--- config.mk ---
export PLATFORM = sky130hd
export DESIGN_NAME = lpp_top
export DESIGN_NICKNAME = d
export VERILOG_FILES = /design/src/hdl/lpp_pkg.sv /design/src/hdl/lpp_top.sv
export SDC_FILE = /design/constraint.sdc
export NUM_CORES = 1
export LEC_CHECK = 0
export CAP_MARGIN = 20
export CORE_ASPECT_RATIO = 0.7
export CORE_MARGIN = 2
export CORE_UTILIZATION = 64
export DETAILED_ROUTE_END_ITERATION = 10
export DONT_BUFFER_PORTS = 1
export PLACE_DENSITY = 0.8
export SKIP_LAST_GASP = 1
export SYNTH_ARGS = -nofsm -noshare
export SYNTH_HDL_FRONTEND = slang
export SYNTH_SLANG_ARGS = --single-unit
--- constraint.sdc ---
create_clock -name clock_i -period 4.4 [get_ports clock_i]
set_clock_uncertainty 0.05 [all_clocks]
set_input_delay 0.22 -clock clock_i [delete_from_list [all_inputs] [get_ports clock_i]]
set_output_delay 0.22 -clock clock_i [all_outputs]
set_load 0.005 [all_outputs]
--- src/hdl/lpp_pkg.sv ---
package lpp_pkg;
    // Clock and derived timing counts
    localparam int CLK_PERIOD_NS = 40;
    localparam int MS_NS         = 1_000_000;
    localparam int MS_CYC        = MS_NS / CLK_PERIOD_NS;
    localparam int HS_MISS_NS    = 32_000;
    localparam int HS_MISS_CYC   = HS_MISS_NS / CLK_PERIOD_NS;
    localparam int CLK_MISS_NS   = 1_200;
    localparam int CLK_MISS_CYC  = CLK_MISS_NS / CLK_PERIOD_NS;

    // Sequencer timer steps and floor, in ms
    localparam int T1_STEP_MS = 1;
    localparam int T2_STEP_MS = 2;
    localparam int T3_STEP_MS = 2;
    localparam int T4_STEP_MS = 1;
    localparam int T5_STEP_MS = 50;
    localparam int T_MIN_MS   = 2;

    // Register offsets
    localparam logic [7:0] ADR_CLKDET = 8'h14;
    localparam logic [7:0] ADR_LVDSPD = 8'h63;
    localparam logic [7:0] ADR_FORMAT = 8'h64;
    localparam logic [7:0] ADR_PROT   = 8'h66;
    localparam logic [7:0] ADR_TPON_L = 8'h67;
    localparam logic [7:0] ADR_TPBLE  = 8'h68;
    localparam logic [7:0] ADR_TPBLD  = 8'h69;
    localparam logic [7:0] ADR_TPOFF  = 8'h6A;
    localparam logic [7:0] ADR_TPPWD  = 8'h6B;
    localparam logic [7:0] ADR_DRIVER = 8'h74;
    localparam logic [7:0] ADR_PLLPD  = 8'h76;
    localparam logic [7:0] ADR_ULIMIT = 8'h7F;

    // Field positions
    localparam int B_CLKDEF  = 2;
    localparam int B_LVDSPD  = 6;
    localparam int B_WIDE    = 5;
    localparam int B_DDEF    = 3;
    localparam int B_LDI     = 0;
    localparam int B_PANEL_ON_REQUEST   = 0;
    localparam int B_SYNCBYP = 1;
    localparam int B_LOCK    = 2;
    localparam int B_LFORCE  = 3;
    localparam int B_LBYPEN  = 4;
    localparam int B_BLALLOW = 5;
    localparam int B_SYNCST  = 6;
    localparam int B_HI      = 7;
    localparam int B_PULLDN  = 7;
    localparam int B_PLLPD   = 3;

    // Reset values
    localparam logic [8:0] RST_TPON   = 9'h014;
    localparam logic [6:0] RST_TPBLE  = 7'h05;
    localparam logic [6:0] RST_TPBLD  = 7'h05;
    localparam logic [8:0] RST_TPOFF  = 9'h014;
    localparam logic [5:0] RST_TPPWD  = 6'h0A;
    localparam logic [7:0] RST_ULIMIT = 8'hFF;

    typedef struct packed {
        logic [7:0] r;
        logic [7:0] g;
        logic [7:0] b;
        logic       hs;
        logic       vs;
        logic       de;
    } lpp_pix_s;

    typedef enum logic [2:0] {
        SQ_OFF, SQ_T1, SQ_T2, SQ_ON, SQ_T3, SQ_T4, SQ_T5
    } lpp_seq_e;
endpackage

--- src/hdl/lpp_top.sv ---
// Two-flop synchroniser with synchronous clear
//
// Local design decisions: the plain strobed port and the placing of the registers.
module lpp_sync #(
    parameter int W = 1
) (
    input  wire logic         clock_i,    // System clock
    input  wire logic         sys_rst_i,  // Sync reset
    input  wire logic [W-1:0] d_i,        // Async input
    output logic      [W-1:0] q_o         // Synchronised
);
    logic [W-1:0] meta_ff;

    // First stage feeds only the second
    always_ff @(posedge clock_i) begin
        if (sys_rst_i) begin
            meta_ff <= '0;
            q_o     <= '0;
        end else begin
            meta_ff <= d_i;
            q_o     <= meta_ff;
        end
    end
endmodule

module lpp_top #(
    parameter int MS_CYC_P = lpp_pkg::MS_CYC
) (
    input  wire logic             clock_i,            // 25 MHz clock
    input  wire logic             sys_rst_i,          // Sync reset, high
    input  wire logic [7:0]       reg_addr_i,         // Register offset
    input  wire logic [7:0]       reg_wdata_i,        // Write data
    input  wire logic             reg_wr_i,           // Write strobe
    input  wire logic             reg_rd_i,           // Read strobe
    output logic      [7:0]       reg_rdata_o,        // Read data, next cycle
    input  wire logic             pixel_clock_in_i,   // Pixel clock pin
    input  wire lpp_pkg::lpp_pix_s pix_i,             // Pixel, syncs, enable
    input  wire logic             pll_lock_i,         // PLL lock level
    output logic      [3:0][6:0]  serial_lane_o,      // Lane slots, bit0=slot1
    output logic                  serial_lane_oe_o,   // Lane drive enable
    output logic                  panel_supply_en_o,  // Panel supply enable
    output logic                  backlight_en_out_o, // Backlight enable
    output logic                  standby_o           // Low-current standby
);
    import lpp_pkg::*;

    // Control registers
    logic       clk_def_ff, lvds_pd_ff, wide_ff, ddef_ff, ldi_ff;
    logic       panel_on_request_ff, sync_byp_ff, lforce_ff, lbypen_ff, bl_allow_ff;
    logic       pulldn_ff, pll_pd_ff;
    logic [8:0] tpon_ff, tpoff_ff;
    logic [6:0] tpble_ff, tpbld_ff;
    logic [5:0] tppwd_ff;
    logic [7:0] ulimit_ff;

    // Synchronised pins
    logic      pck_s, lk_s;
    lpp_pix_s  pix_s;

    lpp_sync #(.W(2)) u_sync_ctl (
        .clock_i   (clock_i),
        .sys_rst_i (sys_rst_i),
        .d_i       ({pixel_clock_in_i, pll_lock_i}),
        .q_o       ({pck_s, lk_s})
    );

    lpp_sync #(.W($bits(lpp_pix_s))) u_sync_pix (
        .clock_i   (clock_i),
        .sys_rst_i (sys_rst_i),
        .d_i       (pix_i),
        .q_o       (pix_s)
    );

    // Register write decode
    wire wr_clkdet = reg_wr_i && (reg_addr_i == ADR_CLKDET);
    wire wr_lvdspd = reg_wr_i && (reg_addr_i == ADR_LVDSPD);
    wire wr_format = reg_wr_i && (reg_addr_i == ADR_FORMAT);
    wire wr_prot   = reg_wr_i && (reg_addr_i == ADR_PROT);
    wire wr_tponl  = reg_wr_i && (reg_addr_i == ADR_TPON_L);
    wire wr_tpble  = reg_wr_i && (reg_addr_i == ADR_TPBLE);
    wire wr_tpbld  = reg_wr_i && (reg_addr_i == ADR_TPBLD);
    wire wr_tpoff  = reg_wr_i && (reg_addr_i == ADR_TPOFF);
    wire wr_tppwd  = reg_wr_i && (reg_addr_i == ADR_TPPWD);
    wire wr_driver = reg_wr_i && (reg_addr_i == ADR_DRIVER);
    wire wr_pllpd  = reg_wr_i && (reg_addr_i == ADR_PLLPD);
    wire wr_ulimit = reg_wr_i && (reg_addr_i == ADR_ULIMIT);

    // Register storage; values kept across standby
    always_ff @(posedge clock_i) begin
        if (sys_rst_i) begin
            clk_def_ff  <= 1'b0;
            lvds_pd_ff  <= 1'b0;
            wide_ff     <= 1'b0;
            ddef_ff     <= 1'b0;
            ldi_ff      <= 1'b0;
            panel_on_request_ff    <= 1'b0;
            sync_byp_ff <= 1'b0;
            lforce_ff   <= 1'b0;
            lbypen_ff   <= 1'b0;
            bl_allow_ff <= 1'b0;
            pulldn_ff   <= 1'b0;
            pll_pd_ff   <= 1'b0;
            tpon_ff     <= RST_TPON;
            tpble_ff    <= RST_TPBLE;
            tpbld_ff    <= RST_TPBLD;
            tpoff_ff    <= RST_TPOFF;
            tppwd_ff    <= RST_TPPWD;
            ulimit_ff   <= RST_ULIMIT;
        end else begin
            if (wr_clkdet) clk_def_ff <= reg_wdata_i[B_CLKDEF];
            if (wr_lvdspd) lvds_pd_ff <= reg_wdata_i[B_LVDSPD];
            if (wr_pllpd)  pll_pd_ff  <= reg_wdata_i[B_PLLPD];
            if (wr_format) begin
                wide_ff <= reg_wdata_i[B_WIDE];
                ddef_ff <= reg_wdata_i[B_DDEF];
                ldi_ff  <= reg_wdata_i[B_LDI];
            end
            if (wr_prot) begin
                panel_on_request_ff    <= reg_wdata_i[B_PANEL_ON_REQUEST];
                sync_byp_ff <= reg_wdata_i[B_SYNCBYP];
                lforce_ff   <= reg_wdata_i[B_LFORCE];
                lbypen_ff   <= reg_wdata_i[B_LBYPEN];
                bl_allow_ff <= reg_wdata_i[B_BLALLOW];
            end
            if (wr_tponl) tpon_ff[7:0] <= reg_wdata_i;
            if (wr_tpble) begin
                tpon_ff[8] <= reg_wdata_i[B_HI];
                tpble_ff   <= reg_wdata_i[6:0];
            end
            if (wr_tpbld) begin
                tpoff_ff[8] <= reg_wdata_i[B_HI];
                tpbld_ff    <= reg_wdata_i[6:0];
            end
            if (wr_tpoff)  tpoff_ff[7:0] <= reg_wdata_i;
            if (wr_tppwd)  tppwd_ff      <= reg_wdata_i[5:0];
            if (wr_driver) pulldn_ff     <= reg_wdata_i[B_PULLDN];
            if (wr_ulimit) ulimit_ff     <= reg_wdata_i;
        end
    end

    // Pixel clock edges and sampled pixel
    logic       pck_d_ff;
    lpp_pix_s   px_ff;
    logic       hs_d_ff, vs_d_ff, lk_d_ff;
    wire        pck_rise = pck_s && !pck_d_ff;
    wire        hs_rise  = px_ff.hs && !hs_d_ff;
    wire        vs_rise  = px_ff.vs && !vs_d_ff;
    wire        unlock_ev = lk_d_ff && !lk_s;

    always_ff @(posedge clock_i) begin
        if (sys_rst_i) begin
            pck_d_ff <= 1'b0;
            px_ff    <= '0;
            hs_d_ff  <= 1'b0;
            vs_d_ff  <= 1'b0;
            lk_d_ff  <= 1'b0;
        end else begin
            pck_d_ff <= pck_s;
            hs_d_ff  <= px_ff.hs;
            vs_d_ff  <= px_ff.vs;
            lk_d_ff  <= lk_s;
            if (pck_rise) px_ff <= pix_s;
        end
    end

    // Missing-signal watchdogs
    logic [4:0]  cmiss_ff;
    logic [9:0]  hmiss_ff;
    wire         clk_missing = (cmiss_ff == 5'(CLK_MISS_CYC));
    wire         hs_missing  = (hmiss_ff == 10'(HS_MISS_CYC));

    always_ff @(posedge clock_i) begin
        if (sys_rst_i) begin
            cmiss_ff <= 5'(CLK_MISS_CYC);
            hmiss_ff <= 10'(HS_MISS_CYC);
        end else begin
            cmiss_ff <= pck_rise ? 5'h00 : (clk_missing ? cmiss_ff : cmiss_ff + 5'h01);
            hmiss_ff <= hs_rise ? 10'h000 : (hs_missing ? hmiss_ff : hmiss_ff + 10'h001);
        end
    end

    // Line counting per frame, three-frame history
    logic [11:0] lines_ff, h0_ff, h1_ff, h2_ff;
    logic [7:0]  ucnt_ff;
    logic        pll_bad_ff, sync_ok_ff;
    wire         vs_missing = ({1'b0, lines_ff} >= {h0_ff, 1'b0});
    wire         counts_eq = (h0_ff == h1_ff) && (h1_ff == h2_ff) && (h0_ff != 12'h000);
    wire         nxt_sync_ok = counts_eq && !vs_missing && !hs_missing;

    always_ff @(posedge clock_i) begin
        if (sys_rst_i) begin
            lines_ff <= 12'h000;
            h0_ff    <= 12'h000;
            h1_ff    <= 12'h000;
            h2_ff    <= 12'h000;
        end else if (vs_rise) begin
            h0_ff    <= lines_ff;
            h1_ff    <= h0_ff;
            h2_ff    <= h1_ff;
            lines_ff <= 12'h000;
        end else if (hs_rise && (lines_ff != 12'hFFF)) begin
            lines_ff <= lines_ff + 12'h001;
        end
    end

    // Unlock events counted per frame, judged against the limit
    always_ff @(posedge clock_i) begin
        if (sys_rst_i) begin
            ucnt_ff    <= 8'h00;
            pll_bad_ff <= 1'b0;
            sync_ok_ff <= 1'b0;
        end else begin
            if (vs_rise) begin
                ucnt_ff <= 8'h00;
            end else if (unlock_ev && (ucnt_ff != 8'hFF)) begin
                ucnt_ff <= ucnt_ff + 8'h01;
            end
            pll_bad_ff <= (ucnt_ff >= ulimit_ff);
            sync_ok_ff <= nxt_sync_ok;
        end
    end

    // Detector results with independent bypasses
    // both bits defeat lock check
    wire lock_ok  = (lk_s && !pll_bad_ff) || (lforce_ff && lbypen_ff);
    wire sync_ok  = sync_ok_ff || sync_byp_ff;
    wire clk_ok   = !clk_missing || clk_def_ff;
    wire standby  = lvds_pd_ff || pll_pd_ff;
    wire pwr_good = panel_on_request_ff && !standby && clk_ok && lock_ok && sync_ok;

    // Timer loads in ms, floored at the shortest period
    function automatic logic [11:0] ms_load(input logic [11:0] prod);
        ms_load = (prod < 12'(T_MIN_MS)) ? 12'(T_MIN_MS) : prod;
    endfunction

    wire [11:0] ld_t1 = ms_load(12'({3'h0, tpon_ff} * T1_STEP_MS));
    wire [11:0] ld_t2 = ms_load(12'({5'h00, tpble_ff} * T2_STEP_MS));
    wire [11:0] ld_t3 = ms_load(12'({5'h00, tpbld_ff} * T3_STEP_MS));
    wire [11:0] ld_t4 = ms_load(12'({3'h0, tpoff_ff} * T4_STEP_MS));
    wire [11:0] ld_t5 = ms_load(12'({6'h00, tppwd_ff} * T5_STEP_MS));

    // Sequencer
    lpp_seq_e    st_ff, nxt_st;
    logic [11:0] tmr_ff, nxt_ld;
    logic [15:0] pre_ff;
    logic        load;
    wire         tdone   = (tmr_ff == 12'h000);
    wire         ms_tick = (pre_ff == 16'(MS_CYC_P - 1));

    always_comb begin
        nxt_st = st_ff;
        nxt_ld = 12'h000;
        load   = 1'b0;
        unique case (st_ff)
            SQ_OFF: if (pwr_good) begin
                nxt_st = SQ_T1;
                nxt_ld = ld_t1;
                load   = 1'b1;
            end
            SQ_T1, SQ_T2, SQ_ON: begin
                if (!pwr_good) begin
                    nxt_st = SQ_T3;
                    nxt_ld = ld_t3;
                    load   = 1'b1;
                end else if (st_ff == SQ_T1 && tdone) begin
                    nxt_st = SQ_T2;
                    nxt_ld = ld_t2;
                    load   = 1'b1;
                end else if (st_ff == SQ_T2 && tdone) begin
                    nxt_st = SQ_ON;
                end
            end
            SQ_T3: if (tdone) begin
                nxt_st = SQ_T4;
                nxt_ld = ld_t4;
                load   = 1'b1;
            end
            SQ_T4: if (tdone) begin
                nxt_st = SQ_T5;
                nxt_ld = ld_t5;
                load   = 1'b1;
            end
            SQ_T5: if (tdone) begin
                nxt_st = SQ_OFF;
            end
            default: nxt_st = SQ_OFF;
        endcase
    end

    // Prescaler restarts on load, so each period is whole ms
    always_ff @(posedge clock_i) begin
        if (sys_rst_i) begin
            st_ff  <= SQ_OFF;
            tmr_ff <= 12'h000;
            pre_ff <= 16'h0000;
        end else begin
            st_ff  <= nxt_st;
            pre_ff <= (load || ms_tick) ? 16'h0000 : pre_ff + 16'h0001;
            if (load) begin
                tmr_ff <= nxt_ld;
            end else if (ms_tick && !tdone) begin
                tmr_ff <= tmr_ff - 12'h001;
            end
        end
    end

    // Dither position: 2x2 ordered matrix
    logic xpar_ff, ypar_ff;
    always_ff @(posedge clock_i) begin
        if (sys_rst_i) begin
            xpar_ff <= 1'b0;
            ypar_ff <= 1'b0;
        end else begin
            if (hs_rise) xpar_ff <= 1'b0;
            else if (pck_rise && px_ff.de) xpar_ff <= !xpar_ff;
            if (vs_rise) ypar_ff <= 1'b0;
            else if (hs_rise) ypar_ff <= !ypar_ff;
        end
    end

    // add threshold, saturate, keep six bits
    function automatic logic [5:0] dith(input logic [7:0] c, input logic [1:0] t,
                                        input logic en);
        logic [8:0] s;
        s = {1'b0, c} + {7'h00, t};
        if (!en) dith = c[7:2];
        else     dith = s[8] ? 6'h3F : s[7:2];
    endfunction

    wire [1:0] thr    = {xpar_ff ^ ypar_ff, ypar_ff};
    wire       dth_en = !ddef_ff;
    wire       ldi    = wide_ff && ldi_ff;
    wire [5:0] r18    = dith(px_ff.r, thr, dth_en);
    wire [5:0] g18    = dith(px_ff.g, thr, dth_en);
    wire [5:0] b18    = dith(px_ff.b, thr, dth_en);

    // Low six bits carried on lanes 0-2 in wide mode; narrow mode carries the top six after optional dither
    // LDI moves MSBs up
    wire [5:0] rl = ldi ? px_ff.r[7:2] : (wide_ff ? px_ff.r[5:0] : r18);
    wire [5:0] gl = ldi ? px_ff.g[7:2] : (wide_ff ? px_ff.g[5:0] : g18);
    wire [5:0] bl = ldi ? px_ff.b[7:2] : (wide_ff ? px_ff.b[5:0] : b18);
    wire [5:0] ex = ldi ? {px_ff.b[1:0], px_ff.g[1:0], px_ff.r[1:0]}
                        : {px_ff.b[7:6], px_ff.g[7:6], px_ff.r[7:6]};

    wire [3:0][6:0] lanes = {
        {1'b0, wide_ff ? ex : 6'h00},
        {px_ff.de, px_ff.vs, px_ff.hs, bl[5:2]},
        {bl[1:0], gl[5:1]},
        {gl[0], rl}
    };

    // spread clock stays in the analog PLL
    wire data_on = (st_ff == SQ_T2) || (st_ff == SQ_ON) || (st_ff == SQ_T3);

    // Supply and backlight outputs from the next state, so they move with it
    // exactly two panel outputs
    wire nxt_supply = (nxt_st != SQ_OFF) && (nxt_st != SQ_T5);
    wire nxt_bkl    = (nxt_st == SQ_ON) && bl_allow_ff;

    always_ff @(posedge clock_i) begin
        if (sys_rst_i) begin
            serial_lane_o      <= '0;
            serial_lane_oe_o   <= 1'b0;
            panel_supply_en_o  <= 1'b0;
            backlight_en_out_o <= 1'b0;
            standby_o          <= 1'b0;
        end else begin
            serial_lane_o      <= data_on ? lanes : '0;
            serial_lane_oe_o   <= data_on || pulldn_ff;
            panel_supply_en_o  <= nxt_supply;
            backlight_en_out_o <= nxt_bkl;
            standby_o          <= standby;
        end
    end

    // Read mux, reserved bits zero
    logic [7:0] rmux;
    always_comb begin
        rmux = 8'h00;
        unique case (reg_addr_i)
            ADR_CLKDET: rmux[B_CLKDEF] = clk_def_ff;
            ADR_LVDSPD: rmux[B_LVDSPD] = lvds_pd_ff;
            ADR_FORMAT: begin
                rmux[B_WIDE] = wide_ff;
                rmux[B_DDEF] = ddef_ff;
                rmux[B_LDI]  = ldi_ff;
            end
            ADR_PROT:   rmux = {1'b0, sync_ok_ff, bl_allow_ff, lbypen_ff,
                                lforce_ff, lk_s, sync_byp_ff, panel_on_request_ff};
            ADR_TPON_L: rmux = tpon_ff[7:0];
            ADR_TPBLE:  rmux = {tpon_ff[8], tpble_ff};
            ADR_TPBLD:  rmux = {tpoff_ff[8], tpbld_ff};
            ADR_TPOFF:  rmux = tpoff_ff[7:0];
            ADR_TPPWD:  rmux = {2'h0, tppwd_ff};
            ADR_DRIVER: rmux[B_PULLDN] = pulldn_ff;
            ADR_PLLPD:  rmux[B_PLLPD]  = pll_pd_ff;
            ADR_ULIMIT: rmux = ulimit_ff;
            default:    rmux = 8'h00;
        endcase
    end

    // Read data valid only in the cycle after the strobe
    always_ff @(posedge clock_i) begin
        if (sys_rst_i) reg_rdata_o <= 8'h00;
        else           reg_rdata_o <= reg_rd_i ? rmux : 8'h00;
    end
endmodule
Word-level counts from Yosys, hierarchy flattened
Index checks and enable logic that the tools add are counted.
W data, S select, Z words.
{ "totals": {"regBits": 293, "in_bits": 49, "word_cells": 230} }
{ "classes": {"add_sub_neg": 9, "magnitude_cmp": 7, "muxes": 51, "mul": 1, "n_eq_ne": 29, "n_reduce_logical": 69, "bitwise_logic": 4} }
{ "op_table": {"columns": ["operator", "n"], "rows": [
  ["$eq A8 B7 Y1 const B", 11],
  ["$mux W6", 13],
  ["$mux W12", 4],
  ["$pmux W12 S4", 1],
  ["$mux W9", 4],
  ["$logic_and A1 B1 Y1", 35],
  ["$mux W8", 4],
  ["$add A8 B2 Y9", 3],
  ["$eq A12 B12 Y1", 2],
  ["$pmux W1 S8", 3],
  ["$mux W3", 7],
  ["$pmux W1 S7", 3],
  ["$mux W10", 2],
  ["$lt A9 B2 Y1 const B", 2],
  ["$add A16 B1 Y16 const B", 1],
  ["$eq A16 B15 Y1 const B", 1],
  ["$lt A8 B2 Y1 const B", 2],
  ["$pmux W3 S5", 1],
  ["$reduce_or A2 Y1", 7],
  ["$ge A12 B13 Y1", 1],
  ["$add A12 B1 Y12 const B", 1],
  ["$logic_not A1 Y1", 12],
  ["$logic_not A12 Y1", 1],
  ["$lt A12 B2 Y1 const B", 1],
  ["29 further kinds", 48]
]} }

Longest topological paths before layout
{ "logic_depth": {"ltp_word": 10, "depth_mapped": 14} }

Cells and area by module
A second synthesis with hierarchy kept.
{ "unflattened": {"cells_unflattened": 1577, "hier_area_um2": 13369.1} }
{ "by_module_without_submodules": {"columns": ["module", "seq_area_each_um2", "instances", "area_per_inst_um2", "cells_per_inst"], "rows": [
  ["lpp_top", 4684.5, 1, 11820.1, 1456],
  ["lpp_sync (u_sync_pix)", 1081.0, 1, 1443.9, 113],
  ["lpp_sync (u_sync_ctl)", 80.1, 1, 105.1, 8]
]} }

Least setup slack after synthesis
Ideal clock, no wire load.
{ "synth_path": {"path_kind": "reg2reg", "startpoint": "register tppwd_ff[1]", "endpoint": "register tmr_ff[2]", "t_arrival_ns": 3.057, "path_stages_with_launch": 12, "period_less_slack_ns": 3.241, "t_required_ns": 4.216, "path_buffers": 0, "path_slack_ns": 1.159, "setup_ns": 0.134, "cell_sequence": "dfxtp_1 > inv_1 > ha_1 > ha_1 > ha_1 > fa_1 > or4b_2 > nor4_1 > and3_1 > a21oi_1 > a21oi_1 > nor4_1"} }
{ "synth_between": {"elab_chain_cells": 6} }
{ "synth_rtl": {"columns": ["item", "line", "text"], "rows": [
  ["start: declaration", "lpp_top.sv:53", "logic [5:0] tppwd_ff;"],
  ["start signal: assignment", "lpp_top.sv:135", "if (wr_tppwd) tppwd_ff <= reg_wdata_i[5:0];"],
  ["$mul A6 B5 Y11 (*)", "lpp_top.sv:240", "wire [11:0] ld_t5 = ms_load(12'({6'h00, tppwd_ff} * T5_STEP_MS));"],
  ["$lt A12 B2 Y1", "lpp_top.sv:233", "ms_load = (prod < 12'(T_MIN_MS)) ? 12'(T_MIN_MS) : prod;"],
  ["$mux W12 (*)", "lpp_top.sv:233", null],
  ["$mux W12 (*)", "lpp_top.sv:278", "SQ_T4: if (tdone) begin"],
  ["$pmux W12 S4 (*)", "lpp_top.sv:254", "unique case (st_ff)"],
  ["$mux W12 (*)", "lpp_top.sv:299", "if (load) begin"],
  ["end signal: assignment", "lpp_top.sv:300", "tmr_ff <= nxt_ld;"],
  ["end signal: assignment", "lpp_top.sv:302", "tmr_ff <= tmr_ff - 12'h001;"],
  ["end: declaration", "lpp_top.sv:244", "logic [11:0] tmr_ff, nxt_ld;"]
]} }
Mark *: on every way between the ends. The rest lies on a longest branch, timed or not.
A chain may end at the register's enable or synchronous reset.

Final worst setup path
Ends and elaborated chain as after synthesis.

==> load_flow_metrics.sql <==
INSERT INTO impl_metrics (metric_group, metric, value, unit) VALUES
('status', 'outcome', 'complete, no violations', ''),
('route', 'per_cell_routed_wire_length', '18.27', 'µm'),
('worst_setup_path', 'critical_path.top_delay_family', 'adder cells', ''),
('worst_setup_path', 'critPathRequiredTime', '4.74', 'ns'),
('timing', 'hold_ws', '0.02597', 'ns'),
('timing', 'max_freq', '266.1', 'MHz'),
('worst_setup_path', 'crit_fanout', '6', ''),
('flow_run', 'cap_violations', '0', ''),
('clock_network', 'cts.sinks', '292', ''),
('route', 'drt_iter0_drc', '1602', ''),
('synthesis', 'yosysWarnings', '0', ''),
('final_layout', 'syn_to_final_growth', '12.15', '%'),
('timing', 'rsz_0062_raised_after_global_routing', 'false', ''),
('worst_setup_path', 'cell_count_along_the_critical_path', '11', ''),
('timing', 'setup_total_negative_slack', '0', 'ns'),
('timing', 'finalWorstPathRequiredPeriod', '3.759', 'ns'),
('worst_setup_path', 'delay_of_the_slowest_critical_path_stage', '0.70', 'ns'),
('worst_setup_path', 'cp_common_cell', 'ha_1', ''),
('global_route', 'gr-usage-all-layers', '30.50', '%'),
('floorplan', 'floorplan.die.height', '123.2', 'µm'),
('clock_network', 'worstSkewPairLatency', '0.54', 'ns'),
('final_layout', 'layout.filler_cells', '1451', ''),
('clock_network', 'tritoncts', 'built', ''),
('worst_setup_path', 'worst_setup_path_startpoint', 'tppwd_ff[1]', ''),
('clock_network', 'cts_root_buf', 'clkbuf_16', ''),
('worst_setup_path', 'rrSetupSlack', '0.64', 'ns'),
('floorplan', 'start_util', '65.43', '%'),
('place', 'io_buffers', '0', ''),
('global_route', 'global_route_wire_length_before_repair', '52790', 'µm'),
('timing', 'min_period_over_period', '85.42', '%'),
('timing', 'timing.final.setup_violations', '0', ''),
('synthesis', 'syn_inst', '1515', ''),
('worst_setup_path', 'critical_register_to_register_path_startpoint', 'tppwd_ff[1]', ''),
('synthesis', 'mappedNetlistNets', '1620', ''),
('synthesis', 'postSynth.topFlopCell', 'dfxtp_1', ''),
('final_layout', 'postLayoutCoreUtil', '73.38', '%'),
('worst_setup_path', 'crit_arrival', '4.10', 'ns'),
('global_route', 'pin_count_of_the_biggest_net_entering_global_routing', '203', ''),
('pwr', 'cellLeakagePower', '5.535', 'nW'),
('final_layout', 'layout.cells.most_common', 'dfxtp_1', ''),
('worst_setup_path', 'worst-r2r-cell-count', '11', ''),
('synthesis', 'ys_types', '73', ''),
('route', 'via_per_inst', '6.014', ''),
('pwr', 'peakVddDrop', '296.6', 'µV'),
('global_route', 'global_route.overflow_total', '0', ''),
('worst_setup_path', 'timing.critical_path.from_type', 'flip-flop', ''),
('timing', 'report.final.slew_viol_count', '0', ''),
('timing', 'slew_margin_rel', '26.34', '%'),
('worst_setup_path', 'cp_cell_sequence', 'inv_1 > ha_1 > ha_1 > ha_1 > fa_1 > or4b_2 > nor4_1 > and3_1 > a21oi_1 > a21oi_1 > nor4_1', ''),
('worst_setup_path', 'regToRegEndpoint', 'tmr_ff[2]', ''),
('timing', 'worst_pin_slew', '1.101', 'ns'),
('pwr', 'p_per_area', '419.6', 'mW/mm²'),
('final_layout', 'final_cell_mix', '292 x dfxtp_1, 236 x nand2_1, 156 x nor2_1', ''),
('timing', 'final_hold_viols', '0', ''),
('floorplan', 'coreArea', '0.01985', 'mm²'),
('route', 'totalWireLength', '33110', 'µm'),
('final_layout', 'layout_cells_sized_above_1', '5.512', '%'),
('worst_setup_path', 'critical_path.n_buffers_inverters', '1', ''),
('place', 'gpl.final_weighted_congestion', '0.9596', ''),
('route', 'drt.antenna.violating_nets', '0', ''),
('route', 'drc', '0', ''),
('global_route', 'first_global_vias', '10050', ''),
('synthesis', 'yosys_register_bits', '292', ''),
('synthesis', 'synth_enable_flop_cells', '0', ''),
('floorplan', 'rows', '43', ''),
('synthesis', 'synth.avg_cell_area', '8.574', 'µm²'),
('clock_network', 'clockBufferDepth', '3', ''),
('clock_network', 'clkSlewWorstSetupHoldPaths', '0.07', 'ns'),
('worst_setup_path', 'criticalPathCategory', 'flip-flop to flip-flop', ''),
('clock_network', 'htree_num_levels', '1', ''),
('clock_network', 'cts_inserted_buffers', '27', '');
[flip-flops by register name (all words and copies together), names as in the netlist, 9 cells and up]
name	flops
hmiss_ff	10
u_sync_pix.q_o	27
h1_ff	12
h2_ff	12
tpoff_ff	9
u_sync_pix.meta_ff	27
h0_ff	12
pre_ff	16
tpon_ff	9
tmr_ff	12
lines_ff	12
px_ff	24
serial_lane_o	27
[report_power, final]
| group | leakage [nW] | switching (W) | internal (W) | total (W) |
|---|---|---|---|---|
| combinational | 2.71 | 0.000483 | 0.000292 | 0.000775 |
| clock | 0.461 | 0.00103 | 0.00149 | 0.00252 |
| sequential | 2.37 | 0.0000886 | 0.00273 | 0.00282 |
| total | 5.53 | 0.00160 | 0.00452 | 0.00611 |
[cell usage after synthesis, drive strengths merged (4+ instances only)]
library cell | instances | area, µm²
o21ai | 35 | 178.9
and3 | 14 | 87.58
nand3 | 57 | 285.3
buf | 15 | 80.08
nor4 | 18 | 133.9
a31oi | 16 | 100.1
a21oi | 133 | 665.6
or4 | 4 | 33.78
nand3b | 11 | 82.58
nor3 | 21 | 105.1
a21o | 6 | 46.30
a22oi | 8 | 60.06
mux2i | 41 | 410.4
a222oi | 9 | 90.09
nand2 | 237 | 892.1
a211o | 8 | 70.07
nand4 | 20 | 146.4
o21a | 4 | 30.03
nor2 | 156 | 585.6
o22ai | 5 | 31.28
mux4 | 6 | 135.1
and2 | 11 | 68.81
a32oi | 4 | 35.03
or2 | 6 | 37.53
nor2b | 75 | 469.2
a211oi | 13 | 97.59
o211ai | 5 | 37.54
nand2b | 11 | 68.82
xnor2 | 25 | 219.0
a311oi | 4 | 35.03
clkbuf | 66 | 247.7
inv | 44 | 165.2
ha | 55 | 688.2
dfxtp | 292 | 5846
xor2 | 35 | 306.5
or3 | 9 | 56.30
[how the worst min path moves through the flow]
stage                     cells past startpoint                endpoint            from  slack [ns]
after floorplan                               2            ulimit_ff[3]  reg_wdata_i[3]        0.29
after global placement                        1      u_sync_pix.q_o[20]       sys_rst_i        0.26
after detailed placement                      1  u_sync_pix.meta_ff[24]       sys_rst_i        0.26
after CTS                                     4              clk_def_ff   reg_addr_i[5]       0.005
after global routing                          5          reg_rdata_o[7]   reg_addr_i[1]        0.06
final                                         4              clk_def_ff   reg_addr_i[5]        0.03
[final cells by class]
| cell class | count | area (µm²) | share of cell area (%) |
|---|---|---|---|
| repair buffers | 59 | 610.6 | 4.191 |
| well taps | 270 | 337.8 | 2.319 |
| clock buffers | 35 | 745.7 | 5.119 |
| flip-flops and latches | 292 | 5846 | 40.13 |
| inverters | 44 | 165.2 | 1.134 |
| multi-input cells | 1098 | 6656 | 45.69 |
| clock inverters | 14 | 206.4 | 1.417 |
[tightest hold or removal path: cells and delay by family]
family	cells	cell delay [ns]
AO/OA/AOI/OAI	1	0.15
AND/OR/NAND/NOR	3	0.21
[routing by layer]
metal,global-route usage [%],wire (µm),up-vias
li1,-,-,5221
met3,7.934,3319,65
met1,44.17,15070,5085
met4,7.773,632,2
met5,0,13,-
met2,45.44,14070,524
[logic make-up after synthesis]
kind of cell	share of synthesized area [%]
multiplexers	4.460
XOR/XNOR	4.045
buffers and inverters	3.795
adder cells (fa/ha/maj)	5.452
AND/OR/NAND/NOR	24.66
other	0.02887
AO/OA/AOI/OAI	12.56
flip-flops	45.00
[per-stage QoR]
step	instances	setup WS (ns)	power, W	instance area, µm²
after global placement	1710	0.9718	0.003521	13050
after global routing	1812	0.6177	0.006329	14570
after CTS	1809	0.7252	0.006093	14520
after floorplan	1515	1.159	0.003431	12990
after detailed placement	1710	0.7756	0.003550	13050
final	1812	0.6414	0.006113	14570
[timing repair]
action	4_1_cts	5_1_grt
resized for setup	0	0
setup buffers	0	0
hold endpoints to repair	216	0
hold buffers	50	0
No activity file was read; power rests on OpenSTA's default activity.
